## src/verilog/dsd_pkg.sv

```systemverilog
package dsd_pkg;
  localparam int EA_W = 16;
  localparam int PAGE_W = 8;
  localparam int PROG_ADDR_W = 23;
  localparam int PROG_WORD_W = 24;
  localparam int DATA_W = 16;
  localparam int WIN_LOW_W = 15;
  localparam logic [15:0] SFR_BASE = 16'h0000;
  localparam logic [15:0] SFR_LAST = 16'h07ff;
  localparam logic [15:0] WIN_BASE = 16'h8000;
  localparam int SFR_BLOCK_BYTES = 32;
  localparam int SFR_BLOCK_SHIFT = 5;
  localparam int SFR_BLOCKS = 64;
  localparam int CORE_CTRL_WIN_BIT = 2;
  // One bit per 32-byte block, block 0 at bit 0
  // Core spans three blocks and interrupts three; the block at 0E0h stays empty
  localparam logic [63:0] SFR_BLOCK_MAP = 64'h0c02_0040_0143_157f;
  localparam logic [15:0] READ_DATA_RST = 16'h0000;
  localparam logic [1:0] EXTRA_NONE = 2'h0;
  localparam logic [1:0] EXTRA_ONE = 2'h1;
  localparam logic [1:0] EXTRA_TWO = 2'h2;
  typedef enum logic [1:0] {
    DSD_RT_RAM = 2'h0,
    DSD_RT_SFR = 2'h1,
    DSD_RT_PROG = 2'h3
  } dsd_route_t;
endpackage

```

## src/verilog/dsd_decoder.sv

```systemverilog
`timescale 1ns/1ps
// Functional notes
// [RULE_01] Addresses 0000h to 07FFh form the special function register region.
// [RULE_02] A read of an unimplemented register address in that region returns zero.
// [RULE_03] Implementation is tracked per 32-byte block, one flag per block.
// [RULE_04] Empty blocks hold nothing; core/ICN/interrupts at 000h, timers 100h, system 700h; the map leaves 700h empty and sets 740h and 760h.
// [RULE_05] Data addresses 8000h and above may map onto a 16K-word program page.
// [RULE_06] Redirection happens only with address MSB set and core control bit 2 set.
// [RULE_07] An 8-bit page register selects one of 256 program pages.
// [RULE_08] Program address is the page as upper 8 bits over the low 15 address bits.
// [RULE_09] Only the low 16 bits of the 24-bit program word are returned.
// [RULE_10] A window read outside a loop stretches the instruction by one or two cycles for the second fetch.
// [RULE_11] The window is suspended while a table read or write runs.
// [RULE_12] Outside a loop, move adds one cycle and other instructions add two.
// [RULE_13] In a loop, first, last, interrupt exit and re-entry add two; others add none.
// [RULE_14] Loaders should fill the upper byte of window data with all ones or all zeros.
// [RULE_15] Byte reads take the whole word and the address LSB picks the byte.
// [RULE_16] With the window off or below 8000h, access goes to RAM or registers by address.
module dsd_decoder
  import dsd_pkg::*;
(
  // Clock and reset
  input wire logic ref_clk,
  input wire logic nrst,
  // Core access request
  input wire logic reqValid,
  input wire logic reqByte,
  input wire logic [dsd_pkg::EA_W-1:0] effectiveAddress,
  input wire logic [dsd_pkg::EA_W-1:0] coreControl,
  input wire logic [dsd_pkg::PAGE_W-1:0] progWindowPage,
  input wire logic tableAccessActive,
  // Instruction context for timing
  input wire logic isMoveInstr,
  input wire logic inRepeatLoop,
  input wire logic loopFirstIter,
  input wire logic loopLastIter,
  input wire logic loopIrqExit,
  input wire logic loopIrqReentry,
  // Downstream read data
  input wire logic [dsd_pkg::PROG_WORD_W-1:0] progReadWord,
  input wire logic [dsd_pkg::DATA_W-1:0] ramReadData,
  input wire logic [dsd_pkg::DATA_W-1:0] sfrReadData,
  // Routing outputs
  output logic [1:0] route,
  output logic ramSelect,
  output logic sfrSelect,
  output logic sfrImplemented,
  output logic progSelect,
  output logic [dsd_pkg::PROG_ADDR_W-1:0] progAddress,
  output logic [1:0] extraCycles,
  output logic stall,
  // Registered read result
  output logic [dsd_pkg::DATA_W-1:0] readData,
  output logic readValid
);
  import dsd_pkg::*;

  function automatic logic blockImplemented(input logic [EA_W-1:0] addr);
    logic [5:0] idx;
    idx = addr[10:SFR_BLOCK_SHIFT];
    return SFR_BLOCK_MAP[idx]; // [RULE_03] [RULE_04]
  endfunction

  // Loop context wins over the instruction kind, since the loop hides the second fetch
  function automatic logic [1:0] extraFor(input logic inLoop, input logic slow, input logic isMove);
    logic [1:0] cyc;
    if (inLoop) begin
      cyc = slow ? EXTRA_TWO : EXTRA_NONE; // [RULE_13]
    end else if (isMove) begin
      cyc = EXTRA_ONE; // [RULE_12] [RULE_10]
    end else begin
      cyc = EXTRA_TWO; // [RULE_12]
    end
    return cyc;
  endfunction

  wire logic inSfr = (effectiveAddress <= SFR_LAST); // [RULE_01]
  wire logic winEnable = coreControl[CORE_CTRL_WIN_BIT];
  // Table instructions reach program memory themselves, so the window steps aside
  wire logic winHit = effectiveAddress[EA_W-1] && winEnable && !tableAccessActive; // [RULE_06] [RULE_11]
  wire logic sfrHit = !winHit && inSfr; // [RULE_16]
  wire logic ramHit = !winHit && !inSfr; // [RULE_16]
  wire logic sfrImpl = sfrHit && blockImplemented(effectiveAddress);
  wire logic loopSlow = loopFirstIter || loopLastIter || loopIrqExit || loopIrqReentry;
  wire logic [1:0] winExtra = extraFor(inRepeatLoop, loopSlow, isMoveInstr); // [RULE_12] [RULE_13]
  wire logic [1:0] next_extra = (reqValid && winHit) ? winExtra : EXTRA_NONE;
  wire logic [DATA_W-1:0] sfrData = sfrImpl ? sfrReadData : {DATA_W{1'b0}}; // [RULE_02]
  wire logic [DATA_W-1:0] progData = progReadWord[DATA_W-1:0]; // [RULE_09] [RULE_14]
  wire logic [DATA_W-1:0] wordData = winHit ? progData : (sfrHit ? sfrData : ramReadData);
  wire logic [DATA_W-1:0] byteData = {8'h00, effectiveAddress[0] ? wordData[15:8] : wordData[7:0]}; // [RULE_15]
  wire logic [DATA_W-1:0] next_readData = reqByte ? byteData : wordData;

  assign route = winHit ? DSD_RT_PROG : (sfrHit ? DSD_RT_SFR : DSD_RT_RAM);
  assign ramSelect = reqValid && ramHit;
  assign sfrSelect = reqValid && sfrHit;
  assign sfrImplemented = sfrImpl;
  assign progSelect = reqValid && winHit; // [RULE_05]
  assign progAddress = {progWindowPage, effectiveAddress[WIN_LOW_W-1:0]}; // [RULE_07] [RULE_08]
  assign extraCycles = next_extra;
  assign stall = next_extra != EXTRA_NONE;

  always_ff @(posedge ref_clk) begin
    if (!nrst) begin
      readData <= READ_DATA_RST;
      readValid <= 1'b0;
    end else begin
      readData <= reqValid ? next_readData : readData;
      readValid <= reqValid;
    end
  end

  AST_UNUSED_SFR_ZERO: // [RULE_02]
    assert property (@(posedge ref_clk) disable iff (!nrst)
    reqValid && !reqByte && sfrHit && !blockImplemented(effectiveAddress) |=> readData == 16'h0000)
    else $error("unimplemented register read not zero");
  AST_SFR_RANGE: // [RULE_01]
    assert property (@(posedge ref_clk) disable iff (!nrst)
    reqValid && !winHit && effectiveAddress <= 16'h07ff |-> sfrSelect && !ramSelect)
    else $error("register region not selected");
  AST_EMPTY_BLOCK: // [RULE_04]
    assert property (@(posedge ref_clk) disable iff (!nrst)
    sfrHit && effectiveAddress[10:5] == 6'h07 |-> !sfrImplemented)
    else $error("empty block reported implemented");
  AST_CORE_BLOCK: // [RULE_03]
    assert property (@(posedge ref_clk) disable iff (!nrst)
    sfrHit && effectiveAddress[10:5] == 6'h00 |-> sfrImplemented)
    else $error("core block not implemented");
  AST_WIN_COND: // [RULE_06]
    assert property (@(posedge ref_clk) disable iff (!nrst)
    progSelect |-> effectiveAddress[15] && coreControl[2] && !tableAccessActive)
    else $error("window used without enable");
  AST_TABLE_SUSPEND: // [RULE_11]
    assert property (@(posedge ref_clk) disable iff (!nrst)
    tableAccessActive |-> !progSelect)
    else $error("window active during table access");
  AST_PROG_ADDR: // [RULE_08]
    assert property (@(posedge ref_clk) disable iff (!nrst)
    progSelect |-> progAddress[22:15] == progWindowPage && progAddress[14:0] == effectiveAddress[14:0])
    else $error("window program address wrong");
  AST_WIN_DATA: // [RULE_09]
    assert property (@(posedge ref_clk) disable iff (!nrst)
    progSelect && !reqByte |=> readData == $past(progReadWord[15:0]))
    else $error("window data wrong");
  AST_EXTRA_OUTSIDE: // [RULE_12]
    assert property (@(posedge ref_clk) disable iff (!nrst)
    progSelect && !inRepeatLoop |-> extraCycles == (isMoveInstr ? 2'h1 : 2'h2))
    else $error("wrong extra cycles outside loop");
  AST_EXTRA_LOOP: // [RULE_13]
    assert property (@(posedge ref_clk) disable iff (!nrst)
    progSelect && inRepeatLoop |-> extraCycles == (loopSlow ? 2'h2 : 2'h0))
    else $error("wrong extra cycles in loop");
  AST_BYTE_SEL: // [RULE_15]
    assert property (@(posedge ref_clk) disable iff (!nrst)
    reqValid && reqByte && ramHit && effectiveAddress[0] |=> readData == {8'h00, $past(ramReadData[15:8])})
    else $error("byte lane wrong");
  AST_RAM_ROUTE: // [RULE_16]
    assert property (@(posedge ref_clk) disable iff (!nrst)
    reqValid && (!coreControl[2] || !effectiveAddress[15]) && effectiveAddress > 16'h07ff |-> ramSelect)
    else $error("low address not routed to RAM");
  AST_STALL_EQ: // [RULE_12]
    assert property (@(posedge ref_clk) disable iff (!nrst)
    stall == (extraCycles != 2'h0))
    else $error("stall disagrees with extra cycles");
  AST_NO_EXTRA_IDLE: // [RULE_10]
    assert property (@(posedge ref_clk) disable iff (!nrst)
    !progSelect |-> extraCycles == 2'h0)
    else $error("extra cycles without window access");
  AST_WIN_READ_EXTRA: // [RULE_10]
    assert property (@(posedge ref_clk) disable iff (!nrst)
    progSelect && !inRepeatLoop |-> extraCycles != 2'h0)
    else $error("window read not stretched");
  AST_SELECT_ONEHOT: // [RULE_16]
    assert property (@(posedge ref_clk) disable iff (!nrst)
    $onehot0({ramSelect, sfrSelect, progSelect}))
    else $error("more than one target selected");
  AST_IDLE_NO_SELECT: // [RULE_16]
    assert property (@(posedge ref_clk) disable iff (!nrst)
    !reqValid |-> !ramSelect && !sfrSelect && !progSelect)
    else $error("target selected without request");
  AST_WIN_ROUTE: // [RULE_05]
    assert property (@(posedge ref_clk) disable iff (!nrst)
    reqValid && effectiveAddress[15] && coreControl[2] && !tableAccessActive |-> progSelect && route == DSD_RT_PROG)
    else $error("window access not redirected");
  AST_WIN_OFF_LOW: // [RULE_16]
    assert property (@(posedge ref_clk) disable iff (!nrst)
    !coreControl[2] && effectiveAddress <= 16'h07ff |-> route == DSD_RT_SFR)
    else $error("register address not routed to registers");
  AST_SFR_WORD_DATA: // [RULE_02]
    assert property (@(posedge ref_clk) disable iff (!nrst)
    reqValid && !reqByte && sfrHit && sfrImplemented |=> readData == $past(sfrReadData))
    else $error("register read data wrong");
  AST_RAM_WORD_DATA: // [RULE_16]
    assert property (@(posedge ref_clk) disable iff (!nrst)
    reqValid && !reqByte && ramHit |=> readData == $past(ramReadData))
    else $error("RAM read data wrong");
  AST_BYTE_LOW: // [RULE_15]
    assert property (@(posedge ref_clk) disable iff (!nrst)
    reqValid && reqByte && ramHit && !effectiveAddress[0] |=> readData == {8'h00, $past(ramReadData[7:0])})
    else $error("low byte lane wrong");
  AST_WIN_BYTE: // [RULE_09]
    assert property (@(posedge ref_clk) disable iff (!nrst)
    progSelect && reqByte && effectiveAddress[0] |=> readData == {8'h00, $past(progReadWord[15:8])})
    else $error("window byte read wrong");
  AST_READ_VALID: // [RULE_16]
    assert property (@(posedge ref_clk) disable iff (!nrst)
    reqValid |=> readValid)
    else $error("read result not flagged");
  AST_READ_IDLE: // [RULE_16]
    assert property (@(posedge ref_clk) disable iff (!nrst)
    !reqValid |=> !readValid && $stable(readData))
    else $error("read result changed without request");
  AST_PAGE_FIELD: // [RULE_07]
    assert property (@(posedge ref_clk) disable iff (!nrst)
    progAddress[22:15] == progWindowPage)
    else $error("page field not from page register");
  AST_TABLE_ROUTE: // [RULE_11]
    assert property (@(posedge ref_clk) disable iff (!nrst)
    reqValid && tableAccessActive && effectiveAddress[15] |-> ramSelect)
    else $error("table access not routed normally");
  AST_LOOP_FAST: // [RULE_13]
    assert property (@(posedge ref_clk) disable iff (!nrst)
    progSelect && inRepeatLoop && !loopSlow |-> !stall)
    else $error("steady loop iteration stalled");
endmodule

```

## config.mk

```make
export PLATFORM = sky130hd
export DESIGN_NAME = dsd_decoder
export DESIGN_NICKNAME = d
export VERILOG_FILES = /design/src/verilog/dsd_pkg.sv /design/src/verilog/dsd_decoder.sv
export SDC_FILE = /design/constraint.sdc
export NUM_CORES = 1
export LEC_CHECK = 0
export ABC_AREA = 1
export BUFFER_PORTS_ARGS = -buffer_cell sky130_fd_sc_hd__buf_2
export CORE_MARGIN = 2
export CORE_UTILIZATION = 25
export CTS_CLUSTER_DIAMETER = 60
export DETAILED_ROUTE_END_ITERATION = 10
export MAX_ROUTING_LAYER = met4
export PLACE_DENSITY = 0.67
export REMOVE_ABC_BUFFERS = 1
export SKIP_CTS_REPAIR_TIMING = 1
export SYNTH_ARGS = -nofsm -noshare
export SYNTH_HDL_FRONTEND = slang
export SYNTH_SLANG_ARGS = --single-unit
export TNS_END_PERCENT = 100
```

## constraint.sdc

```tcl
create_clock -name ref_clk -period 1.05 [get_ports ref_clk]
set_input_delay 0.105 -clock ref_clk [delete_from_list [all_inputs] [get_ports ref_clk]]
set_output_delay 0.105 -clock ref_clk [all_outputs]
set_load 0.03 [all_outputs]
```

==> flow_metrics.py, run 1 <==
metrics = {
    "timing": {
        "setup_ws_ns": -0.145,
        "final.hold.worst_slack_ns": 0.172,
        "period_minus_slack_ns": 1.20,
        "number_of_setup_violations_in_the_final_report": 19,
        "worst_clock_skew_ns": 0,
        "timing_worst_slew_pin_value_ns": 0.356,
        "max_freq_ghz": 0.836,
        "fin_setup_tns_ns": -1.43,
        "setup_repair_after_global_routing_missed_its_margin": "true",
        "count_of_final_max_slew_check_failures": 0,
        "final_min_period_over_clock_period_pct": 114,
        "slew_headroom_pct": 76.2,
        "hold_viol": 0,
    },
    "critical_path": {
        "critical_path.startpoint": "tableAccessActive",
        "critPathCaptureType": "output pin",
        "r2r_cells": 3,
        "reg2reg_setup_slack_ns": 0.39,
        "critical_path.endpoint": "extraCycles[1]",
        "worst-path-max-fanout": 5,
        "worst_ep_required_time_ns": 0.94,
        "launching_element_type_of_the_critical_path": "input pin",
        "critical-path-top-delay-family": "buffers and inverters",
        "worstPathCellList": "buf_6 > inv_4 > nand3_4 > buf_12 > nor2_4 > inv_2 > a21oi_4 > o21a_1 > buf_6",
        "reg2reg_to": "readData[10]$_SDFFE_PN0P_",
        "critPathArrivalTime_ns": 1.09,
        "cp_slowest_cell": "o21a_1",
        "cp_num_cells": 9,
        "worstPathBufferInverterCount": 5,
        "reg2reg_from": "readData[10]$_SDFFE_PN0P_",
        "slowest_delay_ns": 0.16,
        "critPathKind": "in2out",
        "crit_path_frequent_cell": "buf_6",
    },
    "detailed_routing": {
        "drt-total-wl_um": 6380,
        "route.detailed.drc": 0,
        "vias": 1938,
        "met1_length_um": 2470,
        "wl_met2_um": 3180,
        "avgRoutedWirePerCell_um": 14.9,
        "vias_per_cell": 4.52,
        "met3RoutedLength_um": 705,
        "drt_pass1_iterations": 4,
        "highest_layer": "met4",
        "route.antenna.remaining_nets": 0,
        "dr.first_iter.drc_count": 96,
    },
    "clock_tree": {
        "path_clk_slew_ns": 0.06,
        "cts-htree-levels": 1,
        "buffer_cell_driving_the_clock_tree_root": "clkbuf_8",
        "clock-sinks": 17,
        "cts_tree": "built",
        "cts-buffers-inserted": 3,
        "cts_buffer_depth": 2,
        "worstSkewPairLatency_ns": 0.24,
    },
    "cells_and_area": {
        "mostFrequentLayoutCell": "buf_2",
        "fillerInstances": 688,
        "final-instance-count-excl-fill": 429,
        "drive_above_1_share_pct": 56.3,
        "final_cell_mix": "buf_2 (92), nand2_1 (43), nand3_1 (28)",
        "final_core_util_pct": 40.1,
        "layout-area-overhead-vs-synth_pct": 58.1,
        "final_cell_area_sq_um": 2500,
        "fin_nets": 460,
        "num_antenna_cells": 0,
    },
    "place": {
        "dp.cells": 410,
        "dpl_worst_slack_ns": -0.310,
        "io_buffers": 108,
        "post-dp-hpwl_um": 4620,
        "dpl-instance-area_sq_um": 2030,
        "gpl.final_weighted_congestion": 0.879,
    },
    "synth": {
        "synth_warnings": 0,
        "yosys.cell_types.count": 26,
        "seq_area_frac_synth_pct": 21.5,
        "synth.cell_area_sq_um": 1580,
        "syn_inst": 249,
        "syn-mean-instance-area_sq_um": 6.36,
        "synth_seq_cells": 17,
    },
    "floorplan": {
        "core_area_sq_um": 6240,
        "starting_utilization_of_the_core_area_pct": 25.4,
        "die_area_sq_um": 6990,
        "die-width_um": 83.6,
        "die_height_um": 83.6,
        "io_pins": 156,
        "std_cell_rows": 29,
    },
    "global_routing": {
        "pin_count_of_the_biggest_net_entering_global_routing": 18,
        "antenna_violations_before_repair": 0,
        "grt_util_all_layers_pct": 15.7,
        "grt_overflow_total": 0,
        "first_pass_grt_wire_length_um": 8570,
        "grt_pass1_vias": 1751,
    },
    "power": {
        "ir_drop_worst_vdd_mv": 0.546,
        "p_leak_nw": 1.30,
        "power.total_mw": 2.04,
        "power_density_nw_per_um2": 816,
    },
    "status": {
        "violations": "negative setup slack",
        "status": "finished, violations left",
    },
    "flow_run": {
        "max_cap_viol": 0,
    },
    "hold_path": {
        "hold_path_startpoint": "nrst",
        "hold_path_class": "in2reg",
    },
}
==> cells by family after synthesis <==
logic type             share of synthesized area [%]
and+or+nand+nor                                 40.4
buffers and inverters                           24.8
AOI/OAI and AO/OA                               13.3
DFF                                             21.5
==> Yosys cell counts <==
library cell / count / area share [%]
nor2_4: 1 / 0.71
o21ai_1: 1 / 0.32
nand3_1: 32 / 10
dfxtp_1: 17 / 21
nor4_1: 1 / 0.40
nor2_8: 1 / 1.3
inv_1: 27 / 6.4
buf_8: 2 / 1.9
nand2_2: 1 / 0.40
nor2_2: 2 / 0.79
nor3_1: 1 / 0.32
nand3b_4: 1 / 1.3
a21oi_1: 24 / 7.6
clkinv_2: 1 / 0.32
buf_4: 24 / 11
nand2_4: 1 / 0.71
a21oi_2: 2 / 1.1
and2_2: 1 / 0.47
o21a_1: 9 / 4.3
clkbuf_8: 2 / 1.7
nor2_1: 21 / 5.0
buf_2: 3 / 0.95
or2_2: 9 / 3.6
buf_6: 3 / 2.1
nand3_2: 2 / 1.3
nand2_1: 60 / 14
==> final cells by class <==
class	instances	area (sq um)	share of cell area (%)
multi-input combinational	171	1020	40.8
timing repair buffer	132	891	35.6
sequential	17	340	13.6
inverter	28	109	4.35
tap	77	96.3	3.85
clock buffer	4	45.0	1.80
==> how the worst min path moves through the flow <==
stage | cells past startpoint | slack [ns] | endpoint
2_1_floorplan | 2 | 0.20 | readValid$_SDFF_PN0_
3_3_place_gp | 0 | 0.21 | progAddress[4]
3_5_place_dp | 0 | 0.21 | progAddress[4]
4_1_cts | 3 | 0.17 | readValid$_SDFF_PN0_
5_1_grt | 2 | 0.18 | readData[13]$_SDFFE_PN0P_
6_report | 3 | 0.17 | readValid$_SDFF_PN0_
==> state kept, by name (all words and copies together) (netlist names) <==
name       flops
readValid      1
readData      16
==> routing by layer <==
metal,vias up,track usage [%]
met4,0,1.76
met5,-,-
met1,872,18.4
li1,968,-
met2,96,25.2
met3,2,7.62
==> power by group <==
part,switching (mW),leakage [nW],internal [mW],total (mW)
clock network,0.203,0.0228,0.268,0.472
logic,0.508,1.14,0.362,0.870
registers,0.0175,0.140,0.683,0.700
total,0.729,1.30,1.31,2.04
==> tightest hold or removal path, stage by stage <==
cell     delay, ns
buf_2         0.16
nand2_1       0.08
inv_1         0.03
Power figures use the tool's default switching activity.
==> run 2, diff against run 1 <==
Settings changed: ABC_AREA 1 to default, CORE_UTILIZATION 25 to 33, PLACE_DENSITY 0.67 to 0.82.
==> run 2 against run 1 <==
Compared with the run above:
- the run still ends with negative setup slack left
- sequential share of layout area grew 0.11 points
- clock-buffer cell count shrank 1
- utilization grew 12 points
- via count grew 10%
- largest cell class unchanged
- maximum frequency shrank 23%
==> flow_metrics.py, run 2 <==
metrics = {
    "cells_and_area": {
        "mostFrequentLayoutCell": "buf_2",
        "layout-area-overhead-vs-synth_pct": 52.3,
        "top_register": "readData",
        "multiInputGateArea_sq_um": 1110,
        "fillerInstances": 474,
        "fin_nets": 439,
        "largest_register_ffs": 16,
        "layout_top_registers": "readData: 16 flops, readValid: 1 flops",
        "final_cell_mix": "buf_2 (98), nand2_1 (42), buf_4 (30)",
        "drive_above_1_share_pct": 53.8,
        "final_core_util_pct": 52.2,
        "num_antenna_cells": 0,
        "area.sequential_sq_um": 340,
    },
    "floorplan": {
        "die-width_um": 74.3,
        "die_height_um": 74.3,
        "die_area_sq_um": 5520,
        "core_area_sq_um": 4750,
        "std_cell_rows": 25,
        "starting_utilization_of_the_core_area_pct": 34.3,
        "io_pins": 156,
    },
    "timing": {
        "setup_ws_ns": -0.499,
        "hold_viol": 0,
        "number_of_setup_violations_in_the_final_report": 23,
        "period_minus_slack_ns": 1.55,
        "slew_headroom_pct": 49.4,
        "max_freq_ghz": 0.646,
        "setup_repair_after_global_routing_missed_its_margin": "true",
        "count_of_final_max_slew_check_failures": 0,
        "timing_worst_slew_pin_value_ns": 0.757,
        "final_min_period_over_clock_period_pct": 147,
        "fin_setup_tns_ns": -8.46,
        "worst_clock_skew_ns": 0,
    },
    "global_routing": {
        "grt_util_all_layers_pct": 22.0,
        "first_pass_grt_wire_length_um": 9000,
        "grt_overflow_total": 0,
        "grt_pass1_vias": 1941,
        "antenna_violations_before_repair": 0,
        "pin_count_of_the_biggest_net_entering_global_routing": 19,
    },
    "power": {
        "p_clk_share_pct": 26.6,
        "switchingPower_mw": 0.753,
        "ir_drop_worst_vdd_mv": 0.425,
        "p_leak_nw": 1.28,
        "share_comb_of_total_power_pct": 39.9,
        "internal_power_mw": 1.30,
        "power_density_nw_per_um2": 827,
        "p_sw_share_pct": 36.7,
        "seq_power_share_pct": 33.5,
    },
    "critical_path": {
        "critPathKind": "in2out",
        "launching_element_type_of_the_critical_path": "input pin",
        "worst_ep_required_time_ns": 0.94,
        "worst-path-max-fanout": 5,
        "critPathArrivalTime_ns": 1.44,
        "critPathCaptureType": "output pin",
    },
    "flow_run": {
        "max_cap_viol": 0,
    },
    "status": {
        "status": "finished, violations left",
        "violations": "negative setup slack",
    },
    "clock_tree": {
        "cts-htree-levels": 1,
        "path_clk_slew_ns": 0.08,
        "worstSkewPairLatency_ns": 0.26,
        "cts_tree": "built",
        "buffer_cell_driving_the_clock_tree_root": "clkbuf_8",
        "cts-buffers-inserted": 3,
        "clock-sinks": 17,
        "cts_buffer_depth": 2,
    },
    "synth": {
        "syn_inst": 226,
        "synth_seq_cells": 17,
        "synthDominantCellAreaShare_pct": 20.9,
        "yosys.cell_types.count": 32,
        "yosys-top-cells-count": "nand2_1 (44), buf_4 (24), nor2_1 (18), dfxtp_1 (17), o21ai_0 (17)",
        "synth.cell_area_sq_um": 1630,
        "netlist.top_cell.by_area": "dfxtp_1",
        "post-synth-top-count-cell": "nand2_1",
        "seq_area_frac_synth_pct": 20.9,
        "synth_ff_type": "dfxtp_1",
        "synth_warnings": 0,
        "number_of_enable_type_register_cells_in_the_synthesized_netlist": 0,
        "synth_top_area_cells": "dfxtp_1 (21%), buf_4 (11%), nand2_1 (10%), o2111ai_1 (8.6%), o21ai_0 (5.2%)",
        "syn-mean-instance-area_sq_um": 7.21,
        "postSynth.asyncResetShare_pct": 0,
    },
    "place": {
        "post-dp-hpwl_um": 4840,
        "io_buffers": 108,
        "gpl.final_weighted_congestion": 0.903,
        "dpl_worst_slack_ns": -0.680,
    },
    "detailed_routing": {
        "drt-total-wl_um": 6470,
        "route.detailed.drc": 0,
        "avgRoutedWirePerCell_um": 16.3,
        "vias_per_cell": 5.38,
        "route.antenna.remaining_nets": 0,
        "dr.first_iter.drc_count": 130,
        "drt_pass1_iterations": 4,
        "vias": 2140,
    },
    "hold_path": {
        "hold_path_class": "in2reg",
    },
}
==> run 2: cells by family (layout without fill, tap and decap cells) <==
logic type | count (synthesis) | after routing | share of synthesized area [%]
AO/OA/AOI/OAI | 72 | 72 | 35.8
AND/OR/NAND/NOR | 91 | 91 | 25.6
buffers and inverters | 46 | 151 | 17.7
flip-flops | 17 | 17 | 20.9
==> run 2: power by group through the flow <==
stage	combinational, mW	clock [mW]	sequential [mW]
after floorplan	0.268	0	0.761
after global placement	0.723	0	0.702
after detailed placement	0.739	0	0.703
after CTS	0.742	0.541	0.688
after global routing	0.883	0.579	0.691
final	0.820	0.546	0.688
==> run 2: metrics by stage <==
stage / cells / hold slack, ns / total power [mW] / instance area (sq um)
CTS: 392 / 0.102 / 1.97 / 2250
global route: 398 / 0.110 / 2.15 / 2480
global placement: 388 / 0.210 / 1.43 / 2200
finish: 398 / 0.0991 / 2.05 / 2480
floorplan: 184 / 0.210 / 1.03 / 1360
detailed placement: 388 / 0.210 / 1.44 / 2200
==> run 2: worst paths after layout <==
| kind | start | endpoint | slack [ns] | cells after the start |
|---|---|---|---|---|
| setup / recovery | effectiveAddress[14] | ramSelect | -0.50 | 7 |
| hold / removal | sfrReadData[6] | readData[6]$_SDFFE_PN0P_ | 0.1 | 2 |
| hold reg to reg | readData[8]$_SDFFE_PN0P_ | readData[8]$_SDFFE_PN0P_ | 0.60 | 4 |
| setup reg to reg | readData[2]$_SDFFE_PN0P_ | readData[2]$_SDFFE_PN0P_ | 0.08 | 4 |
==> run 2: layout make-up <==
class | instances | share of cell area, %
tap | 67 | 3.38
sequential | 17 | 13.7
clock inverter | 1 | 0.302
inverter | 4 | 0.605
multi-input combinational | 163 | 44.7
clock buffer | 3 | 1.66
timing repair buffer | 143 | 35.6
==> run 2: worst max-delay path, cell delays in order <==
cell and delay, ns:
buf_6 0.10, or4_4 0.57, or2_4 0.29, buf_8 0.14
nand2_4 0.08, nor2_4 0.03, buf_6 0.13
==> run 2: routing by layer <==
metal | wire [um] | up-vias | share of wire (%) | GRT usage, %
li1 | - | 1040 | - | -
met1 | 2600 | 989 | 40 | 25.7
met2 | 3100 | 105 | 48 | 35.4
met3 | 703 | 6 | 11 | 8.81
met4 | 71 | 0 | 1.1 | 5.75
met5 | 0 | - | 0 | -
